$ cat src/rtl/raoc_pkg.sv
// package: constants, thresholds and codes for the rectifier address and output control block
// What this block does
// - unit strap level quantized to units one to ten; pulled-up level is invalid
// - rack strap level quantized to racks one to eight; open is rack one
// - units 1-4, racks 1-4: address is 4*(rack-1)+(unit-1)
// - units 1-5, racks 6-8: address is 5*(rack-6)+(unit-1); rack five none
// - units 6-7: 2*(rack-1)+(unit-6); units 8-10, racks 4-8: 3*(rack-4)+(unit-8)
// - bus address is binary 100 plus four address bits; broadcast is zero
// - protocol strap open selects two-wire mode, resistor selects RS485 mode
// - main output only while slot sense is tied to output return
// - RS485 address is built from bay, slot and shelf codes
// - in RS485 mode the unit number is reused as bay code
// - slot strap quantized like unit strap to slots one to ten; 3.3 V invalid
// - shelf level is 2.5 V per shelf; decoded to shelves one to ten
// - writes to broadcast address are accepted and executed
// - a read to broadcast address enters the invalid-command state
// - hardware setpoint followed until a software setpoint executes, then ignored
// - after bias power cycles, setpoint again comes from hardware input
// - hardware setpoint above 3 V selects factory default setpoint
// - below threshold, hardware level maps to setpoint between 44 V and 58 V
// - in two-wire or analog mode output needs the active-low on/off low
// - output turns off as soon as on/off or interlock is released
// - output on only while short interlock contact is connected
// - in RS485 mode on/off input is ignored
package raoc_pkg;
    // ------------------------------------------------------------
    // strap levels, in millivolts as 12-bit codes; shelf level in 100 mV units
    // ------------------------------------------------------------
    localparam int LVL_W = 12;
    // unit and slot straps: lower bound of each step (midpoints between table levels)
    localparam logic [11:0] STEP10_INVALID_MV = 12'hc4e; // 3.15 V and above is the pulled-up level
    // lower bounds for units 1..9 top-down: 2835,2505,2175,1845,1515,1185,855,525,180
    localparam logic [11:0] STEP10_BOUND_ACT [0:8] = '{
        12'hb13, 12'h9c9, 12'h87f, 12'h735, 12'h5eb, 12'h4a1, 12'h357, 12'h20d, 12'h0b4};
    // rack strap lower bounds for racks 1..7 (midpoints)
    localparam logic [11:0] RACK_BOUND_MV [0:6] = '{
        12'hbea, 12'h9f6, 12'h802, 12'h640, 12'h4b0, 12'h2ee, 12'h0fa};
    // shelf level, 100 mV units, lower bounds for shelves 1..10
    localparam logic [11:0] SHELF_BOUND [0:9] = '{
        12'h017, 12'h02f, 12'h04a, 12'h05f, 12'h076, 12'h08e, 12'h0a6, 12'h0be, 12'h0d5, 12'h0ee};
    localparam logic [11:0] SHELF_MAX = 12'h107; // 26.3 V
    // setpoint input
    localparam logic [11:0] VPROG_DEFAULT_MV = 12'hbb8; // 3 V
    localparam logic [11:0] VOUT_SPAN_CV = 12'h578; // 14.00 V span in 10 mV
    localparam logic [15:0] VOUT_MIN_CV16 = 16'h1130; // 44.00 V in 10 mV
    localparam logic [15:0] VOUT_DEFAULT_CV16 = 16'h1518; // 54.00 V
    // bus addresses
    localparam logic [2:0] ADDR_PREFIX = 3'b100;
    localparam logic [6:0] ADDR_BROADCAST = 7'h00;
    typedef enum {RAOC_TWO_WIRE, RAOC_RS485} raoc_mode_e;
endpackage

$ cat src/rtl/raoc_setpoint.sv
// setpoint select: hardware input until software takes over
`timescale 1ns/10ps
module raoc_setpoint (
    input wire logic clk_in,
    input wire logic reset_in,
    input wire logic [11:0] vprog_mv_in,
    input wire logic sw_set_in,
    input wire logic [15:0] sw_value_in,
    output logic [15:0] setpoint_out,
    output logic sw_owns_out
);
    logic sw_owns_q;
    logic [15:0] setpoint_q;
    logic [15:0] hw_value;
    logic [27:0] scaled;
    // linear map of 0..3 V onto 44..58 V
    always_comb begin
        scaled = 28'(vprog_mv_in) * 28'(raoc_pkg::VOUT_SPAN_CV);
        if (vprog_mv_in > raoc_pkg::VPROG_DEFAULT_MV) begin
            hw_value = raoc_pkg::VOUT_DEFAULT_CV16;
        end else begin
            hw_value = raoc_pkg::VOUT_MIN_CV16 + 16'(scaled / 28'(raoc_pkg::VPROG_DEFAULT_MV));
        end
    end
    // ownership only returns to hardware through reset, i.e. a bias cycle
    always_ff @(posedge clk_in) begin
        if (reset_in) begin
            sw_owns_q <= 1'b0;
        end else if (sw_set_in) begin
            sw_owns_q <= 1'b1;
        end
    end
    always_ff @(posedge clk_in) begin
        if (reset_in) begin
            setpoint_q <= raoc_pkg::VOUT_DEFAULT_CV16;
        end else if (sw_set_in) begin
            setpoint_q <= sw_value_in;
        end else if (!sw_owns_q) begin
            setpoint_q <= hw_value;
        end
    end
    assign setpoint_out = setpoint_q;
    assign sw_owns_out = sw_owns_q;
endmodule

$ cat src/rtl/raoc_step_decode.sv
// quantizer: strap level to position number
`timescale 1ns/10ps
module raoc_step_decode #(
    parameter int STEPS = 10
) (
    input wire logic [11:0] level_in,
    input wire logic [11:0] bounds_in [0:STEPS-2],
    input wire logic [11:0] invalid_in,
    output logic [3:0] number_out,
    output logic valid_out
);
    // bounds fall from step one; a level at or above bound k is step k+1
    always_comb begin
        number_out = 4'(STEPS);
        valid_out = (level_in < invalid_in);
        for (int k = STEPS - 2; k >= 0; k--) begin
            if (level_in >= bounds_in[k]) begin
                number_out = 4'(k + 1);
            end
        end
        if (!valid_out) begin
            number_out = 4'h0;
        end
    end
endmodule

$ cat src/rtl/raoc_top.sv
// top: address derivation, broadcast handling and main output gating
`timescale 1ns/10ps
module raoc_top (
    input wire logic clk_in,
    input wire logic reset_in,
    input wire logic [11:0] unit_position_strap_in,
    input wire logic [11:0] rack_position_strap_in,
    input wire logic [11:0] slot_position_strap_in,
    input wire logic [11:0] shelf_position_level_in,
    input wire logic [11:0] vprog_mv_in,
    input wire logic protocol_strap_open_in,
    input wire logic slot_sense_tied_in,
    input wire logic interlock_tied_in,
    input wire logic on_off_n_in,
    input wire logic cmd_valid_in,
    input wire logic [6:0] cmd_addr_in,
    input wire logic cmd_read_in,
    input wire logic cmd_setpoint_in,
    input wire logic cmd_output_in,
    input wire logic [15:0] cmd_data_in,
    output logic [6:0] bus_address_out,
    output logic address_valid_out,
    output logic [3:0] bay_code_out,
    output logic [3:0] slot_code_out,
    output logic [3:0] shelf_code_out,
    output logic rs485_mode_out,
    output logic ack_out,
    output logic invalid_cmd_out,
    output logic [15:0] setpoint_out,
    output logic sw_owns_out,
    output logic main_output_on_out
);
    // ------------------------------------------------------------
    // address table
    // ------------------------------------------------------------
    function automatic logic [4:0] addr_map(input logic [3:0] u, input logic [3:0] r);
        logic [7:0] a;
        logic ok;
        a = 8'h00;
        ok = 1'b0;
        if (u >= 4'd1 && u <= 4'd4 && r >= 4'd1 && r <= 4'd4) begin
            a = 8'(4 * (r - 1) + (u - 1));
            ok = 1'b1;
        end else if (u >= 4'd1 && u <= 4'd5 && r >= 4'd6 && r <= 4'd8) begin
            a = 8'(5 * (r - 6) + (u - 1));
            ok = 1'b1;
        end else if ((u == 4'd6 || u == 4'd7) && r >= 4'd1 && r <= 4'd8) begin
            a = 8'(2 * (r - 1) + (u - 6));
            ok = 1'b1;
        end else if (u >= 4'd8 && u <= 4'd10 && r >= 4'd4 && r <= 4'd8) begin
            a = 8'(3 * (r - 4) + (u - 8));
            ok = 1'b1;
        end
        return {ok, a[3:0]};
    endfunction

    // ------------------------------------------------------------
    // strap decoding
    // ------------------------------------------------------------
    logic [3:0] unit_num;
    logic unit_ok;
    logic [3:0] slot_num;
    logic slot_ok;
    logic [3:0] rack_num;
    logic [3:0] shelf_num;
    logic shelf_ok;
    logic [4:0] addr_bits;

    raoc_step_decode #(.STEPS(10)) u_unit (
        .level_in(unit_position_strap_in),
        .bounds_in(raoc_pkg::STEP10_BOUND_ACT),
        .invalid_in(raoc_pkg::STEP10_INVALID_MV),
        .number_out(unit_num),
        .valid_out(unit_ok)
    );

    raoc_step_decode #(.STEPS(10)) u_slot (
        .level_in(slot_position_strap_in),
        .bounds_in(raoc_pkg::STEP10_BOUND_ACT),
        .invalid_in(raoc_pkg::STEP10_INVALID_MV),
        .number_out(slot_num),
        .valid_out(slot_ok)
    );

    // rack uses a falling-bound scan, shelf a rising-bound scan; rack has no invalid level
    always_comb begin
        rack_num = 4'd8;
        for (int k = 6; k >= 0; k--) begin
            if (rack_position_strap_in >= raoc_pkg::RACK_BOUND_MV[k]) begin
                rack_num = 4'(k + 1);
            end
        end
    end

    always_comb begin
        shelf_num = 4'h0;
        shelf_ok = 1'b0;
        for (int k = 0; k < 10; k++) begin
            if (shelf_position_level_in >= raoc_pkg::SHELF_BOUND[k]) begin
                shelf_num = 4'(k + 1);
                shelf_ok = 1'b1;
            end
        end
        if (shelf_position_level_in > raoc_pkg::SHELF_MAX) begin
            shelf_num = 4'h0;
            shelf_ok = 1'b0;
        end
    end

    assign addr_bits = unit_ok ? addr_map(unit_num, rack_num) : 5'h00;

    // ------------------------------------------------------------
    // mode and address registers
    // ------------------------------------------------------------
    logic rs485_q;
    logic [6:0] addr_q;
    logic addr_ok_q;
    logic [3:0] bay_q;
    logic [3:0] slot_q;
    logic [3:0] shelf_q;

    always_ff @(posedge clk_in) begin
        if (reset_in) begin
            rs485_q <= 1'b0;
        end else begin
            rs485_q <= !protocol_strap_open_in;
        end
    end

    always_ff @(posedge clk_in) begin
        if (reset_in) begin
            addr_q <= 7'h00;
            addr_ok_q <= 1'b0;
        end else begin
            addr_q <= {raoc_pkg::ADDR_PREFIX, addr_bits[3:0]};
            addr_ok_q <= addr_bits[4] && !rs485_q;
        end
    end

    // rs485 identity: bay from unit strap, plus slot and shelf
    always_ff @(posedge clk_in) begin
        if (reset_in) begin
            bay_q <= 4'h0;
            slot_q <= 4'h0;
            shelf_q <= 4'h0;
        end else begin
            bay_q <= unit_num;
            slot_q <= slot_ok ? slot_num : 4'h0;
            shelf_q <= shelf_ok ? shelf_num : 4'h0;
        end
    end

    // ------------------------------------------------------------
    // command decode
    // ------------------------------------------------------------
    logic is_bcast;
    logic is_mine;
    logic exec_write;
    logic ack_q;
    logic invalid_q;
    logic sw_out_on_q;

    assign is_bcast = cmd_addr_in == raoc_pkg::ADDR_BROADCAST;
    assign is_mine = addr_ok_q && cmd_addr_in == addr_q;
    // broadcast write runs like an addressed one; a broadcast read never does
    assign exec_write = cmd_valid_in && !cmd_read_in && (is_mine || is_bcast);

    always_ff @(posedge clk_in) begin
        if (reset_in) begin
            ack_q <= 1'b0;
        end else begin
            ack_q <= cmd_valid_in && (is_mine || is_bcast);
        end
    end

    // invalid-command state holds until reset; no clear path exists here
    always_ff @(posedge clk_in) begin
        if (reset_in) begin
            invalid_q <= 1'b0;
        end else if (cmd_valid_in && cmd_read_in && is_bcast) begin
            invalid_q <= 1'b1;
        end
    end

    always_ff @(posedge clk_in) begin
        if (reset_in) begin
            sw_out_on_q <= 1'b1;
        end else if (exec_write && cmd_output_in) begin
            sw_out_on_q <= cmd_data_in[0];
        end
    end

    // ------------------------------------------------------------
    // setpoint
    // ------------------------------------------------------------
    logic [15:0] setpoint;
    logic sw_owns;

    raoc_setpoint u_setpoint (
        .clk_in(clk_in),
        .reset_in(reset_in),
        .vprog_mv_in(vprog_mv_in),
        .sw_set_in(exec_write && cmd_setpoint_in),
        .sw_value_in(cmd_data_in),
        .setpoint_out(setpoint),
        .sw_owns_out(sw_owns)
    );

    logic [15:0] setpoint_q;
    logic sw_owns_q;
    always_ff @(posedge clk_in) begin
        if (reset_in) begin
            setpoint_q <= raoc_pkg::VOUT_DEFAULT_CV16;
            sw_owns_q <= 1'b0;
        end else begin
            setpoint_q <= setpoint;
            sw_owns_q <= sw_owns;
        end
    end

    // ------------------------------------------------------------
    // main output gating
    // ------------------------------------------------------------
    logic on_q;
    logic enable_d;
    always_comb begin
        // interlock and slot sense both needed; on/off counts only outside rs485
        enable_d = interlock_tied_in && slot_sense_tied_in && sw_out_on_q;
        if (!rs485_q) begin
            enable_d = enable_d && !on_off_n_in;
        end
    end
    // one-cycle path; release of either contact drops output next edge
    always_ff @(posedge clk_in) begin
        if (reset_in) begin
            on_q <= 1'b0;
        end else begin
            on_q <= enable_d;
        end
    end

    assign bus_address_out = addr_q;
    assign address_valid_out = addr_ok_q;
    assign bay_code_out = bay_q;
    assign slot_code_out = slot_q;
    assign shelf_code_out = shelf_q;
    assign rs485_mode_out = rs485_q;
    assign ack_out = ack_q;
    assign invalid_cmd_out = invalid_q;
    assign setpoint_out = setpoint_q;
    assign sw_owns_out = sw_owns_q;
    assign main_output_on_out = on_q;
endmodule
$ cat config.mk
export PLATFORM = sky130hd
export DESIGN_NAME = raoc_top
export DESIGN_NICKNAME = d
export VERILOG_FILES = /design/src/rtl/raoc_pkg.sv /design/src/rtl/raoc_setpoint.sv /design/src/rtl/raoc_step_decode.sv /design/src/rtl/raoc_top.sv
export SDC_FILE = /design/constraint.sdc
export NUM_CORES = 1
export LEC_CHECK = 0
export BUFFER_PORTS_ARGS = -buffer_cell sky130_fd_sc_hd__buf_2
export CORE_UTILIZATION = 45
export DETAILED_ROUTE_END_ITERATION = 8
export PLACE_DENSITY = 0.65
export REMOVE_ABC_BUFFERS = 1
export SYNTH_ARGS = -nofsm -noshare
export SYNTH_HDL_FRONTEND = slang
export SYNTH_SLANG_ARGS = --single-unit
$ cat constraint.sdc
create_clock -name clk_in -period 32.1 [get_ports clk_in]
set_clock_uncertainty 0.2 [all_clocks]
set_input_delay 6.42 -clock clk_in [delete_from_list [all_inputs] [get_ports clk_in]]
set_output_delay 6.42 -clock clk_in [all_outputs]
set_load 0.05 [all_outputs]
# Yosys cells after proc, flatten, opt, wreduce, memory -nomap -nowiden
# Index checks and enable logic that the tools add are counted.
op_classes:
  addsub: 11
  multipliers: 3
  div_mod_pow: 1
  order_cmp: 49
  eq_ne: 4
  shift: 0
  mux: 61
  bitwise_logic: 3
  n_reduce_logical: 38
ops:
  columns: ["cell", "count"]
  rows:
  - ["4-bit 2-to-1 mux", 28]
  - ["12-bit >= comparator, second input constant", 9]
  - ["12-bit by 11-bit >= comparator with 1-bit output, second input constant", 8]
  - ["12-bit by 8-bit >= comparator with 1-bit output, second input constant", 8]
  - ["12-bit by 10-bit >= comparator with 1-bit output, second input constant", 5]
  - ["16-bit 2-to-1 mux", 3]
  - ["12-bit by 7-bit >= comparator with 1-bit output, second input constant", 3]
  - ["23-bit by 12-bit divider with 28-bit output, second input constant", 1]
  - ["12-bit less-than comparator, second input constant", 2]
  - ["1-bit logical AND", 23]
  - ["12-bit by 8-bit multiplier with 20-bit output, second input constant", 1]
  - ["1-bit 2-to-1 mux", 18]
  - ["13-bit by 16-bit adder with 16-bit output, first input constant", 1]
  - ["4-bit adder", 4]
  - ["12-bit by 5-bit >= comparator with 1-bit output, second input constant", 1]
  - ["12-bit by 6-bit >= comparator with 1-bit output, second input constant", 1]
  - ["12-bit > comparator, second input constant", 1]
  - ["12-bit by 9-bit > comparator with 1-bit output, second input constant", 1]
  - ["4-bit by 3-bit less-or-equal comparator with 1-bit output, second input constant", 3]
  - ["2-bit 2-to-1 mux", 6]
  - ["3-bit 2-to-1 mux", 4]
  - ["4-bit by 3-bit subtractor with 5-bit output, second input constant", 2]
  - ["9-bit OR reduction", 1]
  - ["4-bit by 3-bit == test with 1-bit output, second input constant", 2]
  - ["other kinds (23)", 34]
totals:
  register_bits: 59
  latchBits: 0
  mem_bits_rw: 0
  romBits: 0
  in_bits: 93
  output_inout_bits: 41
  word_cells: 190
  memories: 0

# Logic depth before layout (Yosys ltp)
# Gate-level depths: netlist (run 1).
logic_depth:
  ltp_word: 21
  mapped_depth: 55
  mapped_depth_nobuf: 50

# Cells and area by module
# From an unflattened synthesis (run 1), not the netlist that was laid out.
hier_totals:
  cells_unflattened: 2136
  area_unflattened_um2: 16390.7
by_module_without_submodules:
  columns: ["mod", "n_inst", "cells_each", "area_each_um2", "seq_area_each_um2"]
  rows:
  - ["raoc_setpoint", 1, 1053, 7771.2, 340.3]
  - ["raoc_step_decode", 2, 397, 3000.4, 0.0]
  - ["raoc_top", 1, 289, 2618.8, 800.8]

# Worst setup path before layout (run 1)
# No wires, ideal clock.
synth_path:
  kind: "in2reg"
  start: "input vprog_mv_in[4]"
  end: "register u_setpoint.setpoint_q[0], in the netlist u_setpoint.setpoint_out[0]"
  setup_time_ps: 59
  arrival_ps: 19336
  required_ps: 31841
  slack_ps: 12505
  stages: 50
  n_path_buf: 3
  path_cell_list: "ha_1 -> fa_1 -> fa_1 -> inv_1 -> fa_1 -> inv_1 -> ha_1 -> clkbuf_1 -> a21oi_1 -> nand2_1 -> a31o_1 -> a221o_1 -> o41ai_2 -> a21oi_1 -> or3_1 -> or4_1 -> a31o_2 -> o21ai_2 -> [14 not listed] -> nor4_1 -> nor4_2 -> mux2_2 -> nor3_1 -> a2111oi_0 -> or3_1 -> buf_2 -> and3_4 -> a21oi_2 -> o21ai_2 -> a31o_1 -> a21o_1 -> and2_4 -> nor4b_1 -> a21oi_1 -> or4_1 -> o22ai_1 -> a22o_1"
synth_between:
  elab_chain_cells: 6
  elab_cells_between_ends: 7
  cone_classes: "1 x add/sub; 1 x mul; 1 x div; 1 x order compare; 3 x mux"
synth_lines:
  columns: ["element", "line", "source"]
  rows:
  - ["start, declared", "raoc_top.sv:10", "input wire logic [11:0] vprog_mv_in,"]
  - ["12-bit by 8-bit multiplier with 20-bit output", "raoc_setpoint.sv:18", "scaled = 28'(vprog_mv_in) * 28'(raoc_pkg::VOUT_SPAN_CV);"]
  - ["23-bit by 12-bit divider with 28-bit output", "raoc_setpoint.sv:22", "hw_value = raoc_pkg::VOUT_MIN_CV16 + 16'(scaled / 28'(raoc_pkg::VPROG_DEFAULT_MV));"]
  - ["13-bit by 16-bit adder with 16-bit output", "raoc_setpoint.sv:22", null]
  - ["16-bit 2-to-1 mux *", "raoc_setpoint.sv:19", "if (vprog_mv_in > raoc_pkg::VPROG_DEFAULT_MV) begin"]
  - ["16-bit 2-to-1 mux *", "raoc_setpoint.sv:38", "end else if (!sw_owns_q) begin"]
  - ["16-bit 2-to-1 mux *", "raoc_setpoint.sv:36", "end else if (sw_set_in) begin"]
  - ["end signal, assigned", "raoc_setpoint.sv:35", "setpoint_q <= raoc_pkg::VOUT_DEFAULT_CV16;"]
  - ["end signal, assigned", "raoc_setpoint.sv:37", "setpoint_q <= sw_value_in;"]
  - ["end signal, assigned", "raoc_setpoint.sv:39", "setpoint_q <= hw_value;"]
  - ["end, declared", "raoc_setpoint.sv:13", "logic [15:0] setpoint_q;"]
# Every way passes the cells marked *; elsewhere a longest branch is shown, timed or not. The select of a mux whose other input is x is not followed.
# A chain may end at the register's enable or synchronous reset.

# Worst setup path after layout (run 1)
layout_path:
  start: "input vprog_mv_in[6]"
  end: "register u_setpoint.setpoint_q[0], in the netlist u_setpoint.setpoint_out[0]"
# The elaborated chain is that of the path after synthesis.

==> results.ini, run 1 <==
[route]
drt_iter0_drc = 776
highest_layer = met4
first_pass_iters = 5
vias = 10695
dr_wl_met3_um = 1230
antenna_left = 0
routed_wl_um = 27900
wl_per_cell_um = 15.9
routedLengthMet1_um = 13100
drc = 0
wl_met2_um = 13300
viasPerCell = 6.09

[critical_path]
r2r-start = bus_address_out[1]
worstPathRequired_ns = 32.16
crit_path_end_kind = flip-flop
cp_num_buf_inv = 3
worstSetupStartpointType = input port
critPathMaxStageDelay_ns = 0.85
endpoint = u_setpoint.setpoint_out[0]
critPathKind = input port to flip-flop
cp_num_cells = 47
worst_ep_arrival_time_ns = 21.96
cp-startpoint = vprog_mv_in[6]
cp_max_fo = 11
path_delay_family = compound AO/OA/AOI/OAI gates
rrSetupSlack_ns = 29.10
reg2reg_depth = 11
cp_slowest_cell = mux2i_1
worstReg2RegEnd = u_setpoint.setpoint_out[0]

[final_layout]
layout-drive-gt1-share = 0.154
area_growth_pct = 10.3
fillCellCount = 2272
fin_nets = 1691
final_cell_area_um2 = 11500
antenna_cells = 0

[logic_synthesis]
synth_edf_count = 0
yosys.cell_types.count = 111
syn_area_per_cell_um2 = 7.55
synth_cells = 1376
ys_ff_latch = 57
synth_seq_area_share = 0.110
syn_area_um2 = 10400
synth_flop_cell = dfxtp_1
ys_async_sr_fraction = 0
ys_warn_count = 0

[placed_design]
hpwl_um = 22600
place_congestion = 0.933
dpl_worst_slack_ns = 9.99
placed_cell_area_um2 = 11200
numPortBuffers = 130

[grt]
antenna_found_initial = 0
grt_overflow_total = 0
grt_pass1_wl_um = 46100
grt_max_degree = 39
grt.total_usage = 0.230
grt_pass1_vias = 9663

[floorplan]
dieHeight_um = 154
die_area_um2 = 23700
initial_core_util = 0.459
core_um2 = 22600
ioPinCount = 134
rows = 55
dieWidth_um = 154

[clocking]
root_buffer = clkbuf_16
cts.repair.resized = 0
clkTransAtPathRegs_ns = 0.05
post_cts_buffers = 0
holdBufCountCts = 0
cts.sinks = 57
cts_tree = done
htree_levels = 3
cts_buffers = 9
clkLatencyLatePin_ns = 0.32
clockBufferDepth = 2

[timing]
slew_viol_final = 0
setup_viol = 0
period_minus_slack_ns = 21.90
rsz0062_at_grt = no
relSlewSlack = 0.341
tightest_slew_ns = 0.961
period_share = 0.682
hold_violations = 0
setup_tns_ns = 0
fin_ws_ns = 10.20
clock.fmax_mhz = 45.7

[flow_run]
max-cap-violations = 0

[status]
run_status = complete, no violations

[hold_path]
hold_path_class = flip-flop to flip-flop

[registers in the layout, indices dropped and copies added, names as in the netlist]
signal                   flops
setpoint_out                16
u_setpoint.setpoint_out     16
bus_address_out              5
bay_code_out                 4
shelf_code_out               4
slot_code_out                4
ack_out                      1
address_valid_out            1
invalid_cmd_out              1
main_output_on_out           1
rs485_mode_out               1
sw_out_on_q                  1
sw_owns_out                  1
u_setpoint.sw_owns_out       1
[cells by family (layout without fill, tap and decap cells)]
group           Yosys count  after routing  synth area share
buf+inv                 144            238            0.0553
mux                      19             19            0.0192
simple gates            480            480             0.237
xor+xnor                 79             79            0.0681
compound gates          458            458             0.318
flops                    57             57             0.110
other cells               1              2          0.000361
fa+ha+maj               138            138             0.193
[through the flow]
stage                util  hold WS, ns  std cells
finish              0.506        0.221       1756
global route        0.506        0.249       1756
CTS                 0.506        0.225       1756
detailed placement  0.494        0.213       1741
global placement    0.494        0.204       1741
floorplan               -        0.192       1324
[cell type report]
class                           instances  area, um2  area share
Timing Repair Buffer                  132        666      0.0581
Clock inverter                          3       15.0     0.00131
Clock buffer                           12        267      0.0233
Sequential cell                        57       1140      0.0996
Multi-Input combinational cell       1176       8670       0.757
Tap cell                              285        357      0.0311
Inverter                               91        342      0.0298
[layout by cell type, fill, tap and decap left out, types with 33 or more instances in the layout]
cell type,count
buf_2,130
nand2_1,121
nor2_1,109
a21oi_1,105
ha_1,92
inv_1,89
o21ai_0,73
dfxtp_1,57
xnor2_1,54
nand3_1,47
fa_1,39
nor3_1,34
a31oi_1,33
[per-layer routing]
| metal | global-route usage | vias up |
|---|---|---|
| met5 | 0 | - |
| met4 | 0.0424 | 0 |
| met3 | 0.0206 | 27 |
| met2 | 0.406 | 325 |
| met1 | 0.306 | 5016 |
| li1 | - | 5327 |
[worst register-to-register path, cell delays in order (launching register included)]
cell     delay, ns
dfxtp_1       0.32
xor2_1        0.14
nor4_1        0.25
and3_1        0.18
o21ai_0       0.09
nor2_1        0.27
and2_1        0.69
nor3_1        0.12
buf_4         0.22
inv_1         0.09
a21oi_1       0.06
a22o_1        0.26
[synthesized netlist by cell type, drive strengths merged, types with 8 or more instances]
cell,number,area [um2]
mux2i,15,154
nor4,19,131
nand2,121,454
a21o,18,135
a21oi,109,561
xor2,23,201
inv,91,342
or4,11,86.3
a211oi,27,240
a31oi,33,206
clkbuf,35,131
fa,39,781
buf,18,101
xnor2,56,505
o21a,11,91.3
o41ai,10,121
and2,14,90.1
a21boi,8,60.1
o211a,9,90.1
nor3,39,220
dfxtp,57,1140
ha,92,1150
a31o,8,70.1
nor2b,21,131
nand2b,10,62.6
and3,19,129
nor2,112,433
or2,13,81.3
nand3,47,235
nand4,16,106
o31ai,18,149
o211ai,16,135
o21ai,90,480
or3,12,80.1
[how the worst min path moves through the flow]
stage	start	end	depth (start not counted)	slack, ns
after floorplan	u_setpoint.setpoint_out[3]	setpoint_out[3]	2	0.19
after global placement	u_setpoint.setpoint_out[8]	setpoint_out[8]	2	0.20
after detailed placement	u_setpoint.setpoint_out[8]	setpoint_out[8]	2	0.21
after CTS	u_setpoint.setpoint_out[8]	setpoint_out[8]	2	0.23
after global routing	u_setpoint.setpoint_out[8]	setpoint_out[8]	2	0.25
final	u_setpoint.setpoint_out[8]	setpoint_out[8]	2	0.22
Power of run 1 is left out: the tool's default activity adds up to more than one toggle a clock period on the data nets, which glitch-free logic cannot reach.
==> inputs of run 2 (changes only) <==
==> constraint.sdc (replaced) <==
create_clock -name clk_in -period 22.1 [get_ports clk_in]
set_clock_uncertainty 0.2 [all_clocks]
set_input_delay 4.42 -clock clk_in [delete_from_list [all_inputs] [get_ports clk_in]]
set_output_delay 4.42 -clock clk_in [all_outputs]
set_load 0.05 [all_outputs]
==> run 2 against run 1 <==
- flip-flop and latch count stayed put
- clock-buffer cell count is 1 higher
- worst hold slack worse by 0.0011 ns
- via count is 0.39% lower
- first-iteration DRC count is 14% lower
- non-clock buffer count stayed put
- utilization hardly changed
- design area hardly changed
- critical path depth stayed put
- critical path type unchanged
==> results.ini, run 2 (synthesis gave the netlist of run 1 again) <==
[route]
drt_iter0_drc = 665
drc = 0
wl_per_cell_um = 15.9
vias = 10653
first_pass_iters = 6
viasPerCell = 6.07
antenna_left = 0
routed_wl_um = 27900

[critical_path]
r2r-start = bus_address_out[1]
crit_path_end_kind = flip-flop
path_delay_family = compound AO/OA/AOI/OAI gates
critPathKind = input port to flip-flop
cp_num_buf_inv = 3
critPathMaxStageDelay_ns = 0.84
worstPathRequired_ns = 22.16
cp_max_fo = 11
cp_slowest_cell = mux2i_1
cp-startpoint = vprog_mv_in[6]
worstSetupStartpointType = input port
worst_ep_arrival_time_ns = 19.83

[hold_path]
min_from = u_setpoint.setpoint_out[4]
hold_path_class = flip-flop to flip-flop

[clocking]
holdBufCountCts = 0
htree_levels = 3
clkTransAtPathRegs_ns = 0.05
clkLatencyLatePin_ns = 0.32
cts_buffers = 9
post_cts_buffers = 0
root_buffer = clkbuf_16
cts.repair.resized = 0
cts_tree = done
cts.sinks = 57
clockBufferDepth = 2

[final_layout]
layout-drive-gt1-share = 0.152
fin_nets = 1691
area_growth_pct = 10.3
fillCellCount = 2211
layout.cells.most_common_list = buf_2 (130), nand2_1 (121), nor2_1 (109)
final_common_cell = buf_2

[placed_design]
numPortBuffers = 130
place_congestion = 0.933
hpwl_um = 22500

[grt]
grt_overflow_total = 0
antenna_found_initial = 2
grt_max_degree = 39
grt.total_usage = 0.235
grt_pass1_vias = 9899
grt_pass1_wl_um = 47200

[floorplan]
initial_core_util = 0.459
core_um2 = 22600
die_area_um2 = 23700
dieHeight_um = 154
rows = 55
ioPinCount = 134
dieWidth_um = 154

[timing]
setup_viol = 0
setup_tns_ns = 0
rsz0062_at_grt = no
relSlewSlack = 0.347
clock.fmax_mhz = 50.6
period_minus_slack_ns = 19.76
slew_viol_final = 0
hold_violations = 0
tightest_slew_ns = 0.953
period_share = 0.894

[flow_run]
max-cap-violations = 0

[status]
run_status = complete, no violations

[run 2: final cells by class]
type / instances / area, um2 / share of cell area
multi-input cells: 1176 / 8670 / 0.757
flip-flops and latches: 57 / 1140 / 0.0996
repair buffers: 132 / 666 / 0.0581
well taps: 285 / 357 / 0.0311
inverters: 91 / 342 / 0.0298
clock buffers: 13 / 270 / 0.0236
diodes: 1 / 2.50 / 0.000219
[run 2: routing by layer]
metal	wire [um]	vias up	global-route usage
li1	-	5307	-
met1	13000	4980	0.313
met2	13200	335	0.406
met3	1410	29	0.0245
met4	326	2	0.0586
met5	10	-	0
[run 2: worst register-to-register path, cell delays in order (launching register included)]
cell     delay [ns]
dfxtp_1        0.32
xor2_1         0.14
nor4_1         0.24
and3_1         0.18
o21ai_0        0.09
nor2_1         0.27
and2_1         0.69
nor3_1         0.11
buf_4          0.23
inv_1          0.09
a21oi_1        0.06
a22o_1         0.25
[run 2: final timing paths]
| path | to | slack [ns] | cells past startpoint |
|---|---|---|---|
| max | u_setpoint.setpoint_out[0] | 2.34 | 47 |
| min | setpoint_out[4] | 0.22 | 2 |
| max reg2reg | u_setpoint.setpoint_out[0] | 19.12 | 11 |
| min reg2reg | setpoint_out[4] | 0.22 | 2 |
[run 2: metrics by stage]
stage               area [um2]   util  hold slack (ns)  instances  setup slack (ns)
floorplan                10200      -            0.192       1324              4.57
global placement         11200  0.494            0.204       1741              2.25
detailed placement       11200  0.494            0.214       1741              2.14
CTS                      11400  0.506            0.225       1754              2.45
global route             11500  0.506            0.252       1755              1.16
finish                   11500  0.506            0.220       1755              2.34
Power of run 2 is left out for the same reason.
==> inputs of run 3 (changes only) <==
==> constraint.sdc (replaced) <==
create_clock -name clk_in -period 24.7 [get_ports clk_in]
set_clock_uncertainty 0.2 [all_clocks]
set_input_delay 4.94 -clock clk_in [delete_from_list [all_inputs] [get_ports clk_in]]
set_output_delay 4.94 -clock clk_in [all_outputs]
set_load 0.05 [all_outputs]
==> run 3 against run 2 <==
- sequential share of layout area stayed put
- cell count unchanged
- worst setup slack better by 1.9 ns
- flip-flop and latch count did not move
- non-clock buffer count unchanged
- utilization is the same
- via count increased by 0.50%
- register-to-register slack gained 2.6 ns
- wire length barely moved
- first-iteration DRC count fell by 5.7%
- critical path type unchanged
==> results.ini, run 3 (synthesis gave the netlist of run 1 again) <==
[placed_design]
place_congestion = 0.936
placed_cell_area_um2 = 11200
hpwl_um = 22400
dpl_worst_slack_ns = 4.16
numPortBuffers = 130

[route]
drc = 0
viasPerCell = 6.10
first_pass_iters = 5
wl_per_cell_um = 15.9
routed_wl_um = 27900
drt_iter0_drc = 627
vias = 10706
antenna_left = 0

[grt]
antenna_found_initial = 1
grt_pass1_vias = 9929
grt_max_degree = 39
grt_overflow_total = 0
grt_pass1_wl_um = 46500
grt.total_usage = 0.231

[timing]
rsz0062_at_grt = no
relSlewSlack = 0.342
setup_tns_ns = 0
slew_viol_final = 0
setup_viol = 0
hold_violations = 0
tightest_slew_ns = 0.959
period_share = 0.828
fin_ws_ns = 4.25
period_minus_slack_ns = 20.45
clock.fmax_mhz = 48.9

[floorplan]
die_area_um2 = 23700
core_um2 = 22600
dieHeight_um = 154
dieWidth_um = 154
rows = 55
initial_core_util = 0.459
ioPinCount = 134

[critical_path]
cp_max_fo = 11
crit_path_end_kind = flip-flop
cp_slowest_cell = mux2i_1
critPathKind = input port to flip-flop
worstSetupStartpointType = input port
worst_ep_arrival_time_ns = 20.52
critPathMaxStageDelay_ns = 0.85
worstPathRequired_ns = 24.76

[clocking]
holdBufCountCts = 0
post_cts_buffers = 0
cts_buffers = 9
cts.repair.resized = 0
clkLatencyLatePin_ns = 0.32
root_buffer = clkbuf_16
cts_tree = done
cts.sinks = 57
clockBufferDepth = 2
clkTransAtPathRegs_ns = 0.05
htree_levels = 3

[hold_path]
hold_path_class = flip-flop to flip-flop

[final_layout]
layout-drive-gt1-share = 0.152
area_growth_pct = 10.3
final_common_cell = buf_2
fin_nets = 1691
final_cell_area_um2 = 11500
fillCellCount = 2276
layout.cells.most_common_list = buf_2 (130), nand2_1 (121), nor2_1 (109)

[flow_run]
max-cap-violations = 0

[status]
run_status = complete, no violations

run 3: worst paths after layout:
kind	start	cells past startpoint	slack, ns	end
max	vprog_mv_in[6]	47	4.25	u_setpoint.setpoint_out[0]
min	u_setpoint.setpoint_out[8]	2	0.22	setpoint_out[8]
max reg2reg	bus_address_out[1]	11	21.71	u_setpoint.setpoint_out[0]
min reg2reg	u_setpoint.setpoint_out[8]	2	0.22	setpoint_out[8]
run 3: critical path: cells and delay by family:
kind	cells	cell delay, ns
mux	3	1.59
simple gates	14	4.36
buf+inv	3	0.35
fa+ha+maj	5	2.21
compound gates	21	6.52
xor+xnor	1	0.54
run 3: metal layers:
layer / up-vias / wire length (um) / global-route usage / share of wire
met5: - / 0 / 0 / 0
met4: 0 / 248 / 0.0510 / 0.0089
met3: 19 / 1260 / 0.0214 / 0.045
met2: 309 / 13300 / 0.403 / 0.47
met1: 5060 / 13200 / 0.308 / 0.47
li1: 5318 / - / - / -
run 3: layout make-up:
class / count / area [um2] / area share
Antenna cell: 1 / 2.50 / 0.000219
Inverter: 91 / 342 / 0.0298
Tap cell: 285 / 357 / 0.0311
Clock buffer: 13 / 270 / 0.0236
Multi-Input combinational cell: 1176 / 8670 / 0.757
Timing Repair Buffer: 132 / 666 / 0.0581
Sequential cell: 57 / 1140 / 0.0996
run 3: through the flow:
stage | util | instances | hold slack [ns]
after floorplan | - | 1324 | 0.192
after global placement | 0.494 | 1741 | 0.202
after detailed placement | 0.494 | 1741 | 0.211
after CTS | 0.506 | 1754 | 0.221
after global routing | 0.506 | 1754 | 0.250
final | 0.506 | 1755 | 0.222
Power of run 3 is left out for the same reason.
